[src/fwg_regs.vh]
`ifndef FWG_REGS_VH
`define FWG_REGS_VH
// Summary of operation
// - erase and program inside the window are allowed for secure and non-secure code alike.
// - there is exactly one window and it spans one contiguous address range.
// - only program flash addresses are checked against the window.
// - the window is enforced in self, serial programming and debug modes.
// - window start and end are held as erase block numbers.
// - once the permanent lock bit is clear, no change to the window is accepted.
// - a programmed debug id must match the code a debugger presents, else access is denied.
// - window and id settings are written by an option-write command, not by erase or program.
// - secure region settings are read from the first program flash sector.
// - window and debug id are read from the configuration setting area.
// - secure region settings are loaded and applied before the cpu is released.
// - a window with start and end both zero is disabled, and clearing needs the lock still set.
// - window start is inclusive and window end is the first block after it.

// register byte offsets
`define FWG_OFS_CTRL 8'h00
`define FWG_OFS_ADDR 8'h04
`define FWG_OFS_WDATA 8'h08
`define FWG_OFS_STAT 8'h0C
`define FWG_OFS_IRQ 8'h10
`define FWG_OFS_MASK 8'h14
`define FWG_OFS_WIN 8'h18
`define FWG_OFS_SMPU 8'h1C
`define FWG_OFS_ID 8'h20

// command codes in ctrl[2:1]
`define FWG_OP_ERASE 2'h0
`define FWG_OP_PROG 2'h1
`define FWG_OP_OPTWIN 2'h2
`define FWG_OP_OPTID 2'h3

// option word layout
`define FWG_WIN_LOCK 31
`define FWG_WIN_END_HI 27
`define FWG_WIN_END_LO 16
`define FWG_WIN_ST_HI 11
`define FWG_WIN_ST_LO 0

// block number bits of a flash address (32 KB blocks)
`define FWG_BLK_HI 26
`define FWG_BLK_LO 15
`define FWG_PF_LIMIT 32'h0020_0000

// option fetch addresses
`define FWG_SMPU_ADDR 32'h0000_0400
`define FWG_CFG_WIN_ADDR 32'h0100_0010
`define FWG_CFG_ID_ADDR 32'h0100_0020
`define FWG_ID_ERASED 32'hFFFF_FFFF

// irq bits
`define FWG_IRQ_BLOCKED 0
`define FWG_IRQ_LOCKREF 1
`define FWG_IRQ_DONE 2
`define FWG_IRQ_DBGDENY 3
`define FWG_IRQ_W 4
`endif

[src/fwg_idchk.v]
`timescale 1ns/1ps
`include "fwg_regs.vh"
module fwg_idchk (
    input wire clk,
    input wire rst_n,
    input wire loaded,
    input wire dbg_req,
    input wire [31:0] dbg_code,
    input wire [31:0] stored_id,
    output wire grant,
    output wire deny_pulse
);
reg grant_q;
reg deny_q;
reg req_prev_q;
wire id_ok;
// an erased id means no protection
assign id_ok = (stored_id == `FWG_ID_ERASED)
               || (dbg_code == stored_id);
always @(posedge clk)
begin
    if (!rst_n)
    begin
        grant_q <= 1'b0;
        deny_q <= 1'b0;
        req_prev_q <= 1'b0;
    end
    else
    begin
        req_prev_q <= dbg_req;
        grant_q <= dbg_req & loaded & id_ok;
        deny_q <= dbg_req & ~req_prev_q & loaded & ~id_ok;
    end
end
assign grant = grant_q;
assign deny_pulse = deny_q;
endmodule // fwg_idchk

[src/fwg_sync.v]
`timescale 1ns/1ps
module fwg_sync #(
    parameter W = 1
) (
    input wire clk,
    input wire rst_n,
    input wire [W-1:0] async_in,
    output wire [W-1:0] sync_out
);
reg [W-1:0] meta_q;
reg [W-1:0] sync_q;
always @(posedge clk)
begin
    if (!rst_n)
    begin
        meta_q <= {W{1'b0}};
        sync_q <= {W{1'b0}};
    end
    else
    begin
        meta_q <= async_in;
        sync_q <= meta_q;
    end
end
assign sync_out = sync_q;
endmodule // fwg_sync

[src/fwg_top.v]
`timescale 1ns/1ps
`include "fwg_regs.vh"
module fwg_top (
    input wire clk,
    input wire rst_n,
    input wire [7:0] avs_address,
    input wire avs_read,
    input wire avs_write,
    input wire [31:0] avs_writedata,
    output wire [31:0] avs_readdata,
    output wire avs_waitrequest,
    output wire irq,
    input wire [1:0] exec_mode,
    input wire dbg_req_pin,
    input wire [31:0] dbg_code_pin,
    output wire dbg_grant,
    output wire cpu_run,
    output wire [31:0] smpu_cfg,
    output wire fl_rd_req,
    output wire [31:0] fl_rd_addr,
    input wire fl_rd_valid,
    input wire [31:0] fl_rd_data,
    output wire fl_cmd_valid,
    output wire [1:0] fl_cmd_op,
    output wire [31:0] fl_cmd_addr,
    output wire [31:0] fl_cmd_data,
    input wire fl_cmd_done
);
localparam [2:0] ST_LOAD = 3'b001;
localparam [2:0] ST_IDLE = 3'b010;
localparam [2:0] ST_ISSUE = 3'b100;

reg [2:0] state_q;
reg [1:0] load_idx_q;
reg loaded_q;
reg wait_q;
reg [31:0] rdata_q;
reg [31:0] cmd_addr_q;
reg [31:0] cmd_data_q;
reg [11:0] win_st_q;
reg [11:0] win_end_q;
reg lock_q;
reg [31:0] id_q;
reg [31:0] smpu_q;
reg [`FWG_IRQ_W-1:0] irq_stat_q;
reg [`FWG_IRQ_W-1:0] irq_mask_q;
reg irq_q;
reg rd_req_q;
reg [31:0] rd_addr_q;
reg cmd_valid_q;
reg [1:0] cmd_op_q;
reg [31:0] fl_addr_q;
reg [31:0] fl_data_q;
reg ev_blocked;
reg ev_lockref;
reg ev_done;
reg [`FWG_IRQ_W-1:0] ev_vec;
reg [31:0] rdata_d;

wire dbg_req_s;
wire [31:0] dbg_code_s;
wire grant_w;
wire deny_w;
wire wr_acc;
wire go;
wire [1:0] go_op;
wire in_pf;
wire [11:0] blk;
wire win_en;
wire in_win;
wire [11:0] new_st;
wire [11:0] new_end;

fwg_sync #(.W(33)) u_sync (
    .clk(clk),
    .rst_n(rst_n),
    .async_in({dbg_req_pin, dbg_code_pin}),
    .sync_out({dbg_req_s, dbg_code_s})
);

fwg_idchk u_idchk (
    .clk(clk),
    .rst_n(rst_n),
    .loaded(loaded_q),
    .dbg_req(dbg_req_s),
    .dbg_code(dbg_code_s),
    .stored_id(id_q),
    .grant(grant_w),
    .deny_pulse(deny_w)
);

// bus write takes effect in the cycle waitrequest is low
assign wr_acc = avs_write & ~wait_q;
assign go = wr_acc && (avs_address == `FWG_OFS_CTRL) && avs_writedata[0];
assign go_op = avs_writedata[2:1];

// window decode works on block numbers only
assign blk = cmd_addr_q[`FWG_BLK_HI:`FWG_BLK_LO];
assign in_pf = cmd_addr_q < `FWG_PF_LIMIT;
assign win_en = (win_st_q != 12'h000) || (win_end_q != 12'h000);
// start inclusive, end exclusive, single range
assign in_win = (blk >= win_st_q) && (blk < win_end_q);
assign new_st = cmd_data_q[`FWG_WIN_ST_HI:`FWG_WIN_ST_LO];
assign new_end = cmd_data_q[`FWG_WIN_END_HI:`FWG_WIN_END_LO];

// avalon slave: one wait cycle, then data and ack
always @(posedge clk)
begin
    if (!rst_n)
        wait_q <= 1'b1;
    else
        wait_q <= ~((avs_read | avs_write) & wait_q);
end

always @*
begin
    rdata_d = 32'h0000_0000;
    case (avs_address)
        `FWG_OFS_ADDR: rdata_d = cmd_addr_q;
        `FWG_OFS_WDATA: rdata_d = cmd_data_q;
        `FWG_OFS_STAT: rdata_d = {25'h0, exec_mode, grant_w, win_en,
                                   lock_q, loaded_q, ~state_q[1]};
        `FWG_OFS_IRQ: rdata_d = {28'h0, irq_stat_q};
        `FWG_OFS_MASK: rdata_d = {28'h0, irq_mask_q};
        `FWG_OFS_WIN: rdata_d = {lock_q, 3'h0, win_end_q, 4'h0, win_st_q};
        `FWG_OFS_SMPU: rdata_d = smpu_q;
        `FWG_OFS_ID: rdata_d = 32'h0000_0000;
        default: rdata_d = 32'h0000_0000;
    endcase
end

always @(posedge clk)
begin
    if (!rst_n)
        rdata_q <= 32'h0000_0000;
    else if (avs_read & wait_q)
        rdata_q <= rdata_d;
end

// command staging registers, frozen while a command is in flight
always @(posedge clk)
begin
    if (!rst_n)
    begin
        cmd_addr_q <= 32'h0000_0000;
        cmd_data_q <= 32'h0000_0000;
        irq_mask_q <= {`FWG_IRQ_W{1'b0}};
    end
    else if (wr_acc)
    begin
        if (avs_address == `FWG_OFS_ADDR && state_q == ST_IDLE)
            cmd_addr_q <= avs_writedata;
        if (avs_address == `FWG_OFS_WDATA && state_q == ST_IDLE)
            cmd_data_q <= avs_writedata;
        if (avs_address == `FWG_OFS_MASK)
            irq_mask_q <= avs_writedata[`FWG_IRQ_W-1:0];
    end
end

// main sequencer: option load, then command check and issue
always @(posedge clk)
begin
    if (!rst_n)
    begin
        state_q <= ST_LOAD;
        load_idx_q <= 2'h0;
        loaded_q <= 1'b0;
        rd_req_q <= 1'b0;
        rd_addr_q <= 32'h0000_0000;
        win_st_q <= 12'h000;
        win_end_q <= 12'h000;
        lock_q <= 1'b1;
        id_q <= `FWG_ID_ERASED;
        smpu_q <= 32'h0000_0000;
        cmd_valid_q <= 1'b0;
        cmd_op_q <= `FWG_OP_ERASE;
        fl_addr_q <= 32'h0000_0000;
        fl_data_q <= 32'h0000_0000;
        ev_blocked <= 1'b0;
        ev_lockref <= 1'b0;
        ev_done <= 1'b0;
    end
    else
    begin
        ev_blocked <= 1'b0;
        ev_lockref <= 1'b0;
        ev_done <= 1'b0;
        case (state_q)
            ST_LOAD:
            begin
                if (!rd_req_q)
                begin
                    rd_req_q <= 1'b1;
                    // secure regions first, so they hold before cpu runs
                    case (load_idx_q)
                        2'h0: rd_addr_q <= `FWG_SMPU_ADDR;
                        2'h1: rd_addr_q <= `FWG_CFG_WIN_ADDR;
                        default: rd_addr_q <= `FWG_CFG_ID_ADDR;
                    endcase
                end
                else if (fl_rd_valid)
                begin
                    rd_req_q <= 1'b0;
                    case (load_idx_q)
                        2'h0: smpu_q <= fl_rd_data;
                        2'h1:
                        begin
                            win_st_q <=
                                fl_rd_data[`FWG_WIN_ST_HI:`FWG_WIN_ST_LO];
                            win_end_q <=
                                fl_rd_data[`FWG_WIN_END_HI:`FWG_WIN_END_LO];
                            lock_q <= fl_rd_data[`FWG_WIN_LOCK];
                        end
                        default: id_q <= fl_rd_data;
                    endcase
                    if (load_idx_q == 2'h2)
                    begin
                        loaded_q <= 1'b1;
                        state_q <= ST_IDLE;
                    end
                    else
                        load_idx_q <= load_idx_q + 2'h1;
                end
            end
            ST_IDLE:
            begin
                if (go)
                begin
                    cmd_op_q <= go_op;
                    fl_addr_q <= cmd_addr_q;
                    fl_data_q <= cmd_data_q;
                    case (go_op)
                        `FWG_OP_OPTWIN:
                        begin
                            // option area: own command, lock is one-way
                            if (!lock_q || new_st > new_end)
                                ev_lockref <= 1'b1;
                            else
                            begin
                                cmd_valid_q <= 1'b1;
                                state_q <= ST_ISSUE;
                            end
                        end
                        `FWG_OP_OPTID:
                        begin
                            cmd_valid_q <= 1'b1;
                            state_q <= ST_ISSUE;
                        end
                        default:
                        begin
                            // same check whatever the mode or caller
                            if (in_pf && win_en && !in_win)
                                ev_blocked <= 1'b1;
                            else
                            begin
                                cmd_valid_q <= 1'b1;
                                state_q <= ST_ISSUE;
                            end
                        end
                    endcase
                end
            end
            ST_ISSUE:
            begin
                if (fl_cmd_done)
                begin
                    cmd_valid_q <= 1'b0;
                    ev_done <= 1'b1;
                    state_q <= ST_IDLE;
                    if (cmd_op_q == `FWG_OP_OPTWIN)
                    begin
                        win_st_q <= fl_data_q[`FWG_WIN_ST_HI:`FWG_WIN_ST_LO];
                        win_end_q <=
                            fl_data_q[`FWG_WIN_END_HI:`FWG_WIN_END_LO];
                        lock_q <= fl_data_q[`FWG_WIN_LOCK];
                    end
                    if (cmd_op_q == `FWG_OP_OPTID)
                        id_q <= fl_data_q;
                end
            end
            default:
                state_q <= ST_LOAD;
        endcase
    end
end

// sticky events; a new event wins over a write-one clear
always @*
begin
    ev_vec = {`FWG_IRQ_W{1'b0}};
    ev_vec[`FWG_IRQ_BLOCKED] = ev_blocked;
    ev_vec[`FWG_IRQ_LOCKREF] = ev_lockref;
    ev_vec[`FWG_IRQ_DONE] = ev_done;
    ev_vec[`FWG_IRQ_DBGDENY] = deny_w;
end

always @(posedge clk)
begin
    if (!rst_n)
    begin
        irq_stat_q <= {`FWG_IRQ_W{1'b0}};
        irq_q <= 1'b0;
    end
    else
    begin
        if (wr_acc && avs_address == `FWG_OFS_IRQ)
            irq_stat_q <= (irq_stat_q & ~avs_writedata[`FWG_IRQ_W-1:0])
                          | ev_vec;
        else
            irq_stat_q <= irq_stat_q | ev_vec;
        irq_q <= |(irq_stat_q & irq_mask_q);
    end
end

assign avs_readdata = rdata_q;
assign avs_waitrequest = wait_q;
assign irq = irq_q;
assign dbg_grant = grant_w;
assign cpu_run = loaded_q;
assign smpu_cfg = smpu_q;
assign fl_rd_req = rd_req_q;
assign fl_rd_addr = rd_addr_q;
assign fl_cmd_valid = cmd_valid_q;
assign fl_cmd_op = cmd_op_q;
assign fl_cmd_addr = fl_addr_q;
assign fl_cmd_data = fl_data_q;
endmodule // fwg_top
[config.mk]
export PLATFORM = sky130hd
export DESIGN_NAME = fwg_top
export DESIGN_NICKNAME = d
export VERILOG_FILES = /design/src/fwg_idchk.v /design/src/fwg_sync.v /design/src/fwg_top.v
export VERILOG_INCLUDE_DIRS = /design/src
export SDC_FILE = /design/constraint.sdc
export NUM_CORES = 1
export LEC_CHECK = 0
export BUFFER_PORTS_ARGS = -buffer_cell sky130_fd_sc_hd__buf_4
export CAP_MARGIN = 40
export CORE_ASPECT_RATIO = 0.6
export CORE_MARGIN = 10
export CORE_UTILIZATION = 60
export CTS_CLUSTER_DIAMETER = 60
export DETAILED_ROUTE_END_ITERATION = 16
export GPL_ROUTABILITY_DRIVEN = 1
export GPL_TIMING_DRIVEN = 0
export PLACE_DENSITY = 0.86
export RECOVER_POWER = 50
export SLEW_MARGIN = 20
export SYNTH_ARGS = -nofsm -noshare
export SYNTH_HDL_FRONTEND = slang
export SYNTH_SLANG_ARGS = --single-unit
export TNS_END_PERCENT = 20
[constraint.sdc]
create_clock -name clk -period 6.7 [get_ports clk]
set_clock_uncertainty 0.05 [all_clocks]
set_input_delay 0.67 -clock clk [delete_from_list [all_inputs] [get_ports clk]]
set_output_delay 0.67 -clock clk [all_outputs]
set_load 0.005 [all_outputs]
# == Word level (Yosys, flattened, before mapping) ==
# Index checks and enable logic that the tools add are counted.
# classes
n_eq_ne,29
addsub,1
mux,47
n_reduce_logical,36
n_lt_le_gt_ge,4
bitwise_logic,24
div,0
shift,0
n_mul,0
# ops
operator,n
32-bit case mux with 7 select lines,1
32-bit two-way mux,5
12-bit two-way mux,10
32-bit case mux with 2 select lines,1
25-bit case mux with 2 select lines,1
12-bit case mux with 2 select lines,2
32-bit equality test,1
"32-bit equality test, second input constant",1
"8-bit by 5-bit equality test with 1-bit output, second input constant",4
"32-bit by 22-bit less-than comparator with 1-bit output, second input constant",1
12-bit nonzero test,2
3-bit two-way mux,7
"8-bit by 4-bit equality test with 1-bit output, second input constant",2
"2-bit != test, second input constant",8
4-bit AND reduction,4
1-bit two-way mux,14
12-bit greater-or-equal comparator,1
12-bit > comparator,1
12-bit less-than comparator,1
2-bit AND reduction,6
6-bit AND reduction,2
"2-bit equality test, second input constant",5
1-bit inverter,10
3-bit case mux with 3 select lines,1
other kinds (28),50
# totals
out_inout_bits,168
rom_bits,0
latch_bits,0
ramBits,0
input_bits,113
mem_count,0
reg_bits,373

# == Depth between registers and ports, before layout ==
# depth
word_depth,8
depth_mapped,9
depth_no_buf,8

# == Hierarchy ==
# From an unflattened synthesis, not the netlist that was laid out.
# unflattened
hier_cells,1625
area_unflattened_um2,14132.3
# modules_own_cells
mod,instances,area_each_um2,cells_per_inst
fwg_top,1,11833.8,1425
fwg_sync,1,1800.5,139
fwg_idchk,1,498.0,61

# == Least setup slack after synthesis ==
# No wires, ideal clock.
# synth_path
kind,input to register
startpoint,input avs_address[1]
endpoint,register irq_mask_q[0]
arrival_time_ns,2.386
path_stages,7
slack_ns,4.148
path_cell_list,or4_4 -> or3_1 -> buf_2 -> or4_4 -> buf_6 -> mux2i_1 -> nor2b_1
# synth_via
elab_chain_cells,2
# synth_rtl
element,line,source
start: declaration,fwg_top.v:6,"input wire [7:0] avs_address,"
8-bit by 5-bit equality test with 1-bit output,--,
2-bit AND reduction (no source line),--,
end signal: assignment,fwg_top.v:147,irq_mask_q <= {`FWG_IRQ_W{1'b0}};
end signal: assignment,fwg_top.v:156,irq_mask_q <= avs_writedata[`FWG_IRQ_W-1:0];
end: declaration,fwg_top.v:46,reg [`FWG_IRQ_W-1:0] irq_mask_q;
# No other way between the ends.
# A chain may end at the register's enable or synchronous reset.

# == Worst setup path in the final report ==
# layout_path
startpoint,input avs_address[1]
endpoint,register cmd_addr_q[4]
# layout_via
elab_chain_cells,3
# layout_rtl
element,line,source
8-bit by 3-bit equality test with 1-bit output,--,
1-bit logical AND,fwg_top.v:151,if (avs_address == `FWG_OFS_ADDR && state_q == ST_IDLE)
2-bit AND reduction (no source line),--,
end signal: assignment,fwg_top.v:152,cmd_addr_q <= avs_writedata;
end: declaration,fwg_top.v:38,reg [31:0] cmd_addr_q;
# No other way between the ends.

==> results.json <==
{
  "vias": 13773,
  "area_delta_synth_final_pct": 21.45,
  "ys_ff_latch": 345,
  "required_ns": 7.11,
  "drv_slew": 0,
  "ys_top_cells_by_count": "436 x nand2_1, 345 x dfxtp_1, 143 x a21boi_0",
  "synth-main-ff-cell": "dfxtp_1",
  "cap_violations": 0,
  "synth_top_cell_by_area": "dfxtp_1",
  "nets": 2099,
  "grt_pass1_wl_um": 79180,
  "worstHoldPathType": "primary input to register",
  "maxSlewHeadroom_pct": 35.38,
  "synth_area_leaders": "dfxtp_1 47%, nand2_1 11%, a21boi_0 7.4%",
  "drc": 0,
  "async_flop_share_pct": 0,
  "post_cts_buffers": 0,
  "final-hold-violation-count": 0,
  "netlist_area_mm2": 0.01454,
  "grt_overflow": 0,
  "grtUsageTotal_pct": 32.84,
  "outcome": "finished clean",
  "dp_hpwl_um": 42800,
  "grt_pass1_vias": 12840,
  "fin_tns_setup_ns": 0,
  "hold_path_depth": 2,
  "end_kind": "register",
  "grt_max_degree": 16,
  "first_pass_iters": 7,
  "ctsRootBufferMaster": "clkbuf_16",
  "numCtsBuffers": 30,
  "yosys.cell_types.count": 62,
  "post-route-cell-area_mm2": 0.01766,
  "clk_pin_slew_ns": 0.07,
  "start_util_pct": 60.59,
  "hold_ws_ns": 0.2458,
  "cts_hold_buf": 0,
  "final_util_pct": 73.58,
  "viasPerCell": 6.012,
  "drtIter0Drc": 1763,
  "syn_avg_cell_area_um2": 8.906,
  "num_rows": 44,
  "pwr_density_cell_mw_per_mm2": 237.1,
  "antenna_found_initial": 1,
  "crit_type": "primary input to register",
  "cellLeakagePower_nw": 7.134,
  "synthCells": 1633,
  "critPathMaxFanout": 10,
  "netlist.area_leader.share_pct": 47.49,
  "synth_edf_count": 0,
  "drive_above_1_share_pct": 14.93,
  "cts.path.max_buffers": 3,
  "cts-resized-gates": 0,
  "arrival_ns": 3.52,
  "rsz0062_at_grt": "no",
  "critPathLaunchType": "primary input",
  "io_pins": 281,
  "port-buffer-count": 250,
  "cts.sinks": 345,
  "antenna_cells": 0,
  "dieArea_mm2": 0.03107,
  "place_congestion": 1.004,
  "antenna_left": 0,
  "fin_crit_ns": 3.111,
  "dpl_cell_area_mm2": 0.01694,
  "period_share_pct": 46.44,
  "yosysWarnings": 0,
  "setup_viol": 0,
  "drt-total-wl_um": 54060,
  "timing.final.ws_setup_ns": 3.589,
  "max_freq_mhz": 321.4,
  "seq_area_frac_synth_pct": 47.49,
  "cts_tree": "done",
  "wl_per_cell_um": 23.60,
  "pre_cts_ws_ns": 3.243,
  "reg2regPathDepth": 8,
  "synth.most_common_cell": "nand2_1",
  "die_width_um": 221.0,
  "clk_latency_ns": 0.58,
  "ir_drop_mv": 0.2094,
  "htree_levels": 1,
  "chipHeight_um": 140.6,
  "worst_pin_slew_ns": 0.9693,
  "placeableCoreArea_mm2": 0.02400
}
## cell usage in the layout, fill, tap and decap left out, drive strengths merged, types with 2 or more instances in the layout
| cell | synthesis | routed |
|---|---|---|
| inv | 41 | 41 |
| a21oi | 16 | 16 |
| o311ai | 2 | 2 |
| o21ai | 40 | 40 |
| xor2 | 32 | 32 |
| buf | 59 | 167 |
| a21o | 7 | 7 |
| dfxtp | 345 | 345 |
| nor2b | 14 | 14 |
| a222oi | 3 | 3 |
| nor2 | 15 | 15 |
| nor3 | 6 | 6 |
| o211ai | 36 | 36 |
| a22o | 26 | 26 |
| a22oi | 8 | 8 |
| nor3b | 2 | 2 |
| o211a | 25 | 25 |
| and3 | 4 | 4 |
| clkinv | 0 | 4 |
| a31oi | 3 | 3 |
| nand2 | 436 | 436 |
| clkbuf | 79 | 274 |
| mux2i | 49 | 49 |
| nand3 | 11 | 11 |
| ha | 39 | 39 |
| or4 | 4 | 4 |
| or3 | 2 | 2 |
| and2 | 72 | 72 |
| a2111oi | 2 | 2 |
| conb | 1 | 28 |
| clkinvlp | 0 | 2 |
| a21boi | 168 | 168 |
| nor4 | 21 | 21 |
| nand4 | 16 | 16 |
| o21a | 6 | 6 |
| nor4b | 2 | 2 |
| a221oi | 20 | 20 |
| nand2b | 6 | 6 |
## layer usage
layer | vias up | track usage (%) | wire length, um
met1 | 6616 | 45.82 | 22870
met3 | 100 | 12.39 | 7986
li1 | 6139 | - | -
met5 | - | 0 | 19
met2 | 916 | 47.12 | 22050
met4 | 2 | 7.107 | 1132
## worst max-delay path, cell delays in order
cell	delay, ns
clkbuf_4	0.10
or4_1	0.60
or2_1	0.28
nor4_1	0.70
buf_2	0.37
nand2_1	0.20
clkbuf_1	0.35
nand2_1	0.15
a21boi_0	0.08
## area by class of cell
cell class                      count  area (um^2)
Multi-Input combinational cell   1136         6908
Sequential cell                   345         6907
Fill cell                        1860         6341
Timing Repair Buffer              255         1690
Clock buffer                       48        898.4
Buffer                            138        655.6
Tap cell                          322        402.9
Inverter                           41        153.9
Clock inverter                      6        46.29
## report_power, final
group	internal, mW	switching (mW)	total, mW
clock network	0.917	0.786	1.70
logic	0.147	0.200	0.347
registers	2.10	0.0406	2.14
## cell families after synthesis
family,share of synthesized area [%]
flip-flops,47.49
AO/OA/AOI/OAI,19.19
adder cells (fa/ha/maj),3.355
XOR/XNOR,1.987
multiplexers,3.527
other,0.02579
buffers and inverters,5.653
AND/OR/NAND/NOR,18.77
## state kept, by name (all words and copies together), names as in the netlist, 2 cells and up
register / count
fl_cmd_op: 2
smpu_cfg: 32
fl_rd_addr: 4
fl_cmd_data: 32
fl_cmd_addr: 32
cmd_addr_q: 32
load_idx_q: 2
state_q: 3
id_q: 32
win_end_q: 12
u_sync.sync_out: 33
avs_readdata: 32
irq_mask_q: 4
win_st_q: 12
irq_stat_q: 4
cmd_data_q: 32
u_sync.meta_q: 33
## worst paths after layout
kind,startpoint,end,slack [ns]
max reg2reg,avs_waitrequest,fl_cmd_addr[1],3.67
min,dbg_code_pin[12],u_sync.meta_q[12],0.25
max,avs_address[1],cmd_addr_q[4],3.59
min reg2reg,u_idchk.req_prev_q,u_idchk.deny_pulse,0.35
## metrics by stage
stage	std cells	power (mW)
after floorplan	1660	2.336
after global placement	2232	2.506
after detailed placement	2233	2.514
after CTS	2287	4.172
after global routing	2291	4.286
final	2291	4.188
Note: power is estimated with default switching activity, not from simulation.
